===== src/core/cell_defines.svh =====
// register offsets, field positions, reset values and bus answers of the storage pair
`ifndef CELL_DEFINES_SVH
`define CELL_DEFINES_SVH
`define CELL_ADDR_W 4
`define CELL_CFG_OFFSET 4'h0
`define CELL_STATUS_OFFSET 4'h4
`define CELL_ELEM_CFG_W 4
`define CELL_LATCH_BIT 8
`define CELL_CFG_W 9
`define CELL_CFG_RESET 9'h000
`define CELL_STATUS_Q_LSB 0
`define CELL_STATUS_GLOBAL_BIT 2
`define CELL_RESP_OKAY 2'h0
`define CELL_RESP_SLVERR 2'h2
`endif


===== src/core/cell_pkg.sv =====
// types shared by the storage pair and its storage elements
package cell_pkg;
  typedef struct packed {
    logic sr_value;
    logic sr_enable;
    logic enable_tied;
    logic clk_invert;
  } elem_cfg_t;
  typedef struct packed {
    logic cell_clock;
    logic enable;
    logic local_clear;
    logic global_clear;
    logic data;
  } elem_in_t;
  typedef enum logic [2:0] {
    SEL_CFG = 3'b001,
    SEL_STATUS = 3'b010,
    SEL_NONE = 3'b100
  } reg_sel_t;
endpackage


===== src/core/storage_element.sv =====
// one storage element: flip-flop or latch with clock inversion, enable and preset/clear
`timescale 1ns/1ps
module storage_element (
  input wire logic clk,
  input wire logic rst_n,
  input cell_pkg::elem_cfg_t cfg,
  input wire logic latch_mode,
  input wire logic reload,
  input cell_pkg::elem_in_t pins,
  output logic q
);
  import cell_pkg::*;
  logic q_r, q_nxt, act_prev_r, act_prev_nxt;
  logic active, rise, en_eff, force_v;

  always_comb begin
    active = pins.cell_clock ^ cfg.clk_invert;
    rise = active & ~act_prev_r;
    en_eff = cfg.enable_tied | pins.enable;
    force_v = pins.global_clear | reload | (pins.local_clear & cfg.sr_enable);
    act_prev_nxt = active;
    q_nxt = q_r;
    if (force_v) begin
      q_nxt = cfg.sr_value;
    end else if (!en_eff) begin
      q_nxt = q_r;
    end else if (latch_mode) begin
      // latch is transparent while the active clock level is low
      if (!active) begin
        q_nxt = pins.data;
      end
    end else if (rise) begin
      q_nxt = pins.data;
    end
  end

  // previous level resets high so release never looks like a clock edge
  always_ff @(posedge clk or negedge rst_n) begin
    if (!rst_n) begin
      q_r <= 1'b0;
      act_prev_r <= 1'b1;
    end else begin
      q_r <= q_nxt;
      act_prev_r <= act_prev_nxt;
    end
  end

  assign q = q_r;
endmodule


===== src/core/logic_cell.sv =====
// logic cell storage pair with its configuration registers on an AXI4-Lite slave
//
// Behaviour
// - two D flip-flops, one shared clock, enable
// - either element may ignore the shared enable
// - option: both elements act as latches
// - per-element clock inversion selects active edge
// - enable active high; low holds both outputs
// - unconnected enable counts as always asserted
// - power-up, global or local clear force value
// - flip-flop loads data on active edge only
// - latch follows data while clock low
// - local clear active high, per-element polarity, disable
// - global clear forces same value; clear default
// - per-element value also sets post-configuration state
//
// Chosen here: the AXI4-Lite slave port and the register addresses.
`timescale 1ns/1ps
`include "cell_defines.svh"
module logic_cell #(
  parameter int ADDR_W = `CELL_ADDR_W,
  parameter int NUM_ELEM = 2
) (
  input wire logic MCLK,
  input wire logic ARST_N,
  input wire logic [ADDR_W-1:0] S_AXI_AWADDR,
  input wire logic [2:0] S_AXI_AWPROT,
  input wire logic S_AXI_AWVALID,
  output logic S_AXI_AWREADY,
  input wire logic [31:0] S_AXI_WDATA,
  input wire logic [3:0] S_AXI_WSTRB,
  input wire logic S_AXI_WVALID,
  output logic S_AXI_WREADY,
  output logic [1:0] S_AXI_BRESP,
  output logic S_AXI_BVALID,
  input wire logic S_AXI_BREADY,
  input wire logic [ADDR_W-1:0] S_AXI_ARADDR,
  input wire logic [2:0] S_AXI_ARPROT,
  input wire logic S_AXI_ARVALID,
  output logic S_AXI_ARREADY,
  output logic [31:0] S_AXI_RDATA,
  output logic [1:0] S_AXI_RRESP,
  output logic S_AXI_RVALID,
  input wire logic S_AXI_RREADY,
  input wire logic CELL_CLOCK,
  input wire logic SHARED_ENABLE_INPUT,
  input wire logic LOCAL_PRESET_CLEAR,
  input wire logic GLOBAL_PRESET_CLEAR,
  input wire logic [1:0] DATA_IN,
  output logic [1:0] CELL_Q
);
  import cell_pkg::*;

  // the register map and the status layout only fit these values
  if (ADDR_W < `CELL_ADDR_W || NUM_ELEM != 2) begin : g_bad_param
    $error("logic_cell: address width below 4 or element count other than 2");
  end

  // decoding shared by the read and the write path
  function automatic reg_sel_t decode(input logic [ADDR_W-1:0] addr);
    reg_sel_t s;
    s = SEL_NONE;
    if (addr == ADDR_W'(`CELL_CFG_OFFSET)) begin
      s = SEL_CFG;
    end else if (addr == ADDR_W'(`CELL_STATUS_OFFSET)) begin
      s = SEL_STATUS;
    end
    return s;
  endfunction

  // write channel state
  logic aw_got_r, aw_got_nxt, w_got_r, w_got_nxt;
  logic [ADDR_W-1:0] awaddr_r, awaddr_nxt;
  logic [31:0] wdata_r, wdata_nxt;
  logic [3:0] wstrb_r, wstrb_nxt;
  logic bvalid_r, bvalid_nxt;
  logic [1:0] bresp_r, bresp_nxt;
  // read channel state
  logic rvalid_r, rvalid_nxt;
  logic [31:0] rdata_r, rdata_nxt;
  logic [1:0] rresp_r, rresp_nxt;
  // configuration state
  logic [`CELL_CFG_W-1:0] cfg_r, cfg_nxt;
  logic reload_r, reload_nxt;

  logic [1:0] q_w;
  logic commit;
  reg_sel_t wsel, rsel;

  assign S_AXI_AWREADY = ~aw_got_r & ~bvalid_r;
  assign S_AXI_WREADY = ~w_got_r & ~bvalid_r;
  assign S_AXI_ARREADY = ~rvalid_r;
  assign S_AXI_BVALID = bvalid_r;
  assign S_AXI_BRESP = bresp_r;
  assign S_AXI_RVALID = rvalid_r;
  assign S_AXI_RDATA = rdata_r;
  assign S_AXI_RRESP = rresp_r;

  // address and data are held until both are present, so they may come in either order
  always_comb begin
    aw_got_nxt = aw_got_r;
    w_got_nxt = w_got_r;
    awaddr_nxt = awaddr_r;
    wdata_nxt = wdata_r;
    wstrb_nxt = wstrb_r;
    bvalid_nxt = bvalid_r;
    bresp_nxt = bresp_r;
    commit = aw_got_r & w_got_r;
    wsel = decode(awaddr_r);
    if (S_AXI_AWVALID && S_AXI_AWREADY) begin
      aw_got_nxt = 1'b1;
      awaddr_nxt = S_AXI_AWADDR;
    end
    if (S_AXI_WVALID && S_AXI_WREADY) begin
      w_got_nxt = 1'b1;
      wdata_nxt = S_AXI_WDATA;
      wstrb_nxt = S_AXI_WSTRB;
    end
    if (commit) begin
      aw_got_nxt = 1'b0;
      w_got_nxt = 1'b0;
      bvalid_nxt = 1'b1;
      bresp_nxt = (wsel == SEL_NONE) ? `CELL_RESP_SLVERR : `CELL_RESP_OKAY;
    end else if (bvalid_r && S_AXI_BREADY) begin
      bvalid_nxt = 1'b0;
    end
  end

  always_ff @(posedge MCLK or negedge ARST_N) begin
    if (!ARST_N) begin
      aw_got_r <= 1'b0;
      w_got_r <= 1'b0;
      awaddr_r <= '0;
      wdata_r <= 32'h00000000;
      wstrb_r <= 4'h0;
      bvalid_r <= 1'b0;
      bresp_r <= `CELL_RESP_OKAY;
    end else begin
      aw_got_r <= aw_got_nxt;
      w_got_r <= w_got_nxt;
      awaddr_r <= awaddr_nxt;
      wdata_r <= wdata_nxt;
      wstrb_r <= wstrb_nxt;
      bvalid_r <= bvalid_nxt;
      bresp_r <= bresp_nxt;
    end
  end

  // a configuration write with byte lane 0 or 1 strobed reloads both elements with their preset/clear value
  always_comb begin
    cfg_nxt = cfg_r;
    reload_nxt = 1'b0;
    if (commit && wsel == SEL_CFG) begin
      if (wstrb_r[0]) begin
        cfg_nxt[7:0] = wdata_r[7:0];
      end
      if (wstrb_r[1]) begin
        cfg_nxt[`CELL_LATCH_BIT] = wdata_r[`CELL_LATCH_BIT];
      end
      reload_nxt = wstrb_r[0] | wstrb_r[1];
    end
  end

  always_ff @(posedge MCLK or negedge ARST_N) begin
    if (!ARST_N) begin
      cfg_r <= `CELL_CFG_RESET;
      reload_r <= 1'b0;
    end else begin
      cfg_r <= cfg_nxt;
      reload_r <= reload_nxt;
    end
  end

  // read answer is registered one cycle after the address is taken
  always_comb begin
    rvalid_nxt = rvalid_r;
    rdata_nxt = rdata_r;
    rresp_nxt = rresp_r;
    rsel = decode(S_AXI_ARADDR);
    if (S_AXI_ARVALID && S_AXI_ARREADY) begin
      rvalid_nxt = 1'b1;
      rdata_nxt = 32'h00000000;
      rresp_nxt = `CELL_RESP_OKAY;
      case (rsel)
        SEL_CFG: begin
          rdata_nxt[`CELL_CFG_W-1:0] = cfg_r;
        end
        SEL_STATUS: begin
          rdata_nxt[`CELL_STATUS_Q_LSB+1:`CELL_STATUS_Q_LSB] = q_w;
          rdata_nxt[`CELL_STATUS_GLOBAL_BIT] = GLOBAL_PRESET_CLEAR;
        end
        default: begin
          rresp_nxt = `CELL_RESP_SLVERR;
        end
      endcase
    end else if (rvalid_r && S_AXI_RREADY) begin
      rvalid_nxt = 1'b0;
    end
  end

  always_ff @(posedge MCLK or negedge ARST_N) begin
    if (!ARST_N) begin
      rvalid_r <= 1'b0;
      rdata_r <= 32'h00000000;
      rresp_r <= `CELL_RESP_OKAY;
    end else begin
      rvalid_r <= rvalid_nxt;
      rdata_r <= rdata_nxt;
      rresp_r <= rresp_nxt;
    end
  end

  // both elements see the same clock, enable and clear pins; only configuration and data differ
  generate
    for (genvar e = 0; e < NUM_ELEM; e++) begin : g_elem
      elem_cfg_t ecfg;
      elem_in_t epins;
      assign ecfg = elem_cfg_t'(cfg_r[e*`CELL_ELEM_CFG_W +: `CELL_ELEM_CFG_W]);
      assign epins.cell_clock = CELL_CLOCK;
      assign epins.enable = SHARED_ENABLE_INPUT;
      assign epins.local_clear = LOCAL_PRESET_CLEAR;
      assign epins.global_clear = GLOBAL_PRESET_CLEAR;
      assign epins.data = DATA_IN[e];
      storage_element u_elem (
        .clk(MCLK),
        .rst_n(ARST_N),
        .cfg(ecfg),
        .latch_mode(cfg_r[`CELL_LATCH_BIT]),
        .reload(reload_r),
        .pins(epins),
        .q(q_w[e])
      );
    end
  endgenerate

  assign CELL_Q = q_w;

  // protection bits carry no meaning for this slave
  logic unused_prot;
  assign unused_prot = ^{S_AXI_AWPROT, S_AXI_ARPROT, wdata_r[31:9], wstrb_r[3:2]};
endmodule


===== config.mk =====
export PLATFORM = sky130hd
export DESIGN_NAME = logic_cell
export DESIGN_NICKNAME = d
export VERILOG_FILES = /design/src/core/cell_pkg.sv /design/src/core/storage_element.sv /design/src/core/logic_cell.sv
export VERILOG_INCLUDE_DIRS = /design/src /design/src/core
export SDC_FILE = /design/constraint.sdc
export NUM_CORES = 1
export LEC_CHECK = 0
export BUFFER_PORTS_ARGS = -buffer_cell sky130_fd_sc_hd__buf_4
export CORE_MARGIN = 2
export CORE_UTILIZATION = 30
export DETAILED_ROUTE_END_ITERATION = 12
export SETUP_SLACK_MARGIN = 0.15
export SKIP_CTS_REPAIR_TIMING = 1
export SLEW_MARGIN = 20
export SYNTH_ARGS = -nofsm -noshare
export SYNTH_HDL_FRONTEND = slang
export SYNTH_SLANG_ARGS = --single-unit

===== constraint.sdc =====
create_clock -name MCLK -period 2 [get_ports MCLK]
set_clock_uncertainty 0.1 [all_clocks]
set_input_delay 0.3 -clock MCLK [delete_from_list [all_inputs] [get_ports MCLK]]
set_output_delay 0.3 -clock MCLK [all_outputs]
set_load 0.01 [all_outputs]

==> out/summary.txt <==
Hold Crit Class = in2reg
GP Congestion = 0.718
Slew @ Worst Pin = 0.558 ns
Number of global-route vias before repair = 1205
Leak Pwr = 0.00121 uW
Syn avg cell area = 12.8 um^2
CP required = 2.08 ns
Synthesis-stage register bit count = 44
Max-slew violations = 0
Layout cell share with drive strength beyond 1 = 0.438
FMAX = 0.599 GHz
Core ar. = 0.00635 mm^2
Die Area = 0.00725 mm^2
Nets@finish = 270
Critical Path Source Type = flip-flop
Num Clock Sinks = 44
H-tree depth = 2
Largest net degree at the start of global routing = 45
Vias per cell = 4.36
Worst-path fanout max = 8
Final worst slack = 0.332 ns
Pwr dens = 1180 mW/mm^2
Clock latency on the worst-skew pair = 0.29 ns
Grt ovf = 0
Die width = 85.2 um
Clock transition at the registers of the reported paths = 0.08 ns
Top cells by area, synth = dfrtp_1 53%, mux2_2 15%, buf_4 10%, dfstp_2 2.7%, a22o_1 2.7%
YS warnings = 0
Dpl hpwl = 2720 um
CP Data Arrival Time = 1.75 ns
Total number of vias = 1242
Hold Vio Cnt, Final = 0
Final core occ = 0.383
Clock tree buffer depth = 2
Synthesized netlist cell count = 154
Leading area contributor after synthesis = dfrtp_1
TritonCTS Buffers = 5
CP Class = reg2reg
Drt pass-1 iters = 3
Peak VDD IR = 0.625 mV
N_diodes = 0
Slew headroom = 0.628
Critical path, cell by cell = or3_4, nor3_4, nand2_4, mux2_2
Synth unique cells = 27
Setup slack at placement = 0.327 ns
Final wirelength = 3580 um
Netlist Area Pre-Place = 0.00198 mm^2
Num ports = 106
CP Capture Type = flip-flop
CTS root buffer = clkbuf_8
Fin Setup TNS = 0 ns
Max_cap viols = 0
CP max stage delay = 0.41 ns
Num rows = 29
Synth top area share = 0.532
First-iteration detailed-routing DRC count = 26
Antenna Nets Post-Route = 0
Initial core utilization = 0.311
Status = complete, no violations
First-pass GRT wire length = 5880 um
Detailed-route DRC error count = 0
RSZ-0062 raised after global routing = false
Seq/Total Area, Yosys = 0.558
Routed len/inst = 12.6 um
Setup violators final = 0
Die H = 85.2 um
Initial antenna violation count = 0
P&R area growth vs syn = 23.1%
PortBufs = 49
Tmin final = 1.67 ns
Tcrit/Tclk final = 0.834
Critical-path cell with the highest stage delay = or3_4
Total global-route track usage = 0.103
CTS tree = built
-- layout by cell type (no fill, tap or decap) --
cell	netlist	routed
buf_4	27	51
dfrtp_1	42	42
mux2_2	26	26
conb_1	1	25
nor2_1	8	8
nand2_1	6	6
a22o_1	6	6
clkbuf_8	0	6
mux2i_1	5	5
o21ai_0	4	4
inv_1	3	3
o31ai_1	3	3
xor2_1	2	2
and2_1	2	2
a211oi_1	2	2
or3b_1	2	2
a31oi_1	2	2
clkinv_2	0	2
dfstp_2	2	2
or3_4	1	1
nor3_4	1	1
o21a_1	1	1
or3_1	1	1
nor3_2	1	1
nand2_4	1	1
a21o_1	1	1
o21bai_1	1	1
dlygate4sd3_1	0	1
-- power by group --
part	switching, uW	internal, uW
Combinational	352	493
Clock	293	276
Sequential	230	1230
Total	875	2000
-- metrics by stage --
stage	cells	hold slack, ns	total power [uW]	instance area, um^2
after CTS	284	-0.0913	2930	2420
final	285	0.0828	2880	2430
after global routing	285	0.0902	3090	2430
after detailed placement	276	0.231	2350	2330
after global placement	276	0.234	2320	2330
after floorplan	178	-0.0956	2070	2070
-- layer usage --
| layer | wire, um | global-route usage | vias up |
|---|---|---|---|
| met3 | 384 | 0.0389 | 8 |
| met4 | 58 | 0.0433 | 0 |
| met5 | 0 | 0 | - |
| met2 | 1530 | 0.153 | 67 |
| met1 | 1610 | 0.135 | 578 |
| li1 | - | - | 589 |
-- flip-flops by register name, indices dropped and copies added (netlist names) --
| name | count |
|---|---|
| S_AXI_RDATA | 9 |
| cfg_r | 9 |
| wdata_r | 9 |
| awaddr_r | 4 |
| g_elem.u_elem.act_prev_r | 2 |
| g_elem.u_elem.q | 2 |
| wstrb_r | 2 |
| S_AXI_BRESP | 1 |
| S_AXI_BVALID | 1 |
| S_AXI_RRESP | 1 |
| S_AXI_RVALID | 1 |
| aw_got_r | 1 |
| reload_r | 1 |
| w_got_r | 1 |
-- cell families (layout without fill, tap and decap cells) --
| logic type | count (synthesis) | count (layout) | synth area share |
|---|---|---|---|
| XOR/XNOR | 2 | 2 | 0.00886 |
| multiplexers | 31 | 31 | 0.173 |
| AND/OR/NAND/NOR | 23 | 23 | 0.0696 |
| buffers and inverters | 33 | 63 | 0.115 |
| other | 1 | 25 | 0.00190 |
| AO/OA/AOI/OAI | 20 | 20 | 0.0734 |
| flip-flops | 44 | 44 | 0.558 |
-- worst paths after layout --
check | startpoint | slack, ns | endpoint | cells past startpoint
worst max-delay path | awaddr_r[1]$_DFFE_PN0P_ | 0.33 | cfg_r[1]$_DFFE_PN0P_ | 4
worst min-delay path | S_AXI_BREADY | 0.08 | S_AXI_BVALID$_DFFE_PN0P_ | 2
worst max register to register | awaddr_r[1]$_DFFE_PN0P_ | 0.33 | cfg_r[1]$_DFFE_PN0P_ | 4
worst min register to register | S_AXI_RDATA[1]$_DFFE_PN0P_ | 0.38 | S_AXI_RDATA[1]$_DFFE_PN0P_ | 2
max in group asynchronous | ARST_N | 0.98 | g_elem[1].u_elem.act_prev_r$_DFF_PN1_ | 2
min in group asynchronous | ARST_N | 0.44 | cfg_r[8]$_DFFE_PN0P_ | 2
-- cell usage after synthesis --
cell      number
dfrtp_1       42
a22o_1         6
xor2_1         2
o21a_1         1
mux2_2        26
clkbuf_1       2
or3_1          1
buf_2          1
nor2_1         8
mux2i_1        5
a21o_1         1
buf_4         27
o21ai_0        4
nor3_4         1
a211oi_1       2
and2_1         2
o21bai_1       1
inv_1          3
nor3_2         1
nand2_1        6
dfstp_2        2
or3_4          1
or3b_1         2
conb_1         1
o31ai_1        3
nand2_4        1
a31oi_1        2
-- final cells by class --
cell class                      count  area (um^2)
Multi-Input combinational cell    101          737
Clock buffer                        6         82.6
Sequential cell                    44         1100
Clock inverter                      2         10.0
Inverter                            3         11.3
Fill cell                         625         3920
Tap cell                           77         96.3
Timing Repair Buffer               52          393
-- critical path, delay by kind of cell (launching register included) --
kind	cells	cell delay [ns]
AND/OR/NAND/NOR	3	0.79
flip-flops	1	0.38
multiplexers	1	0.28
No activity file was read; power rests on OpenSTA's default activity.
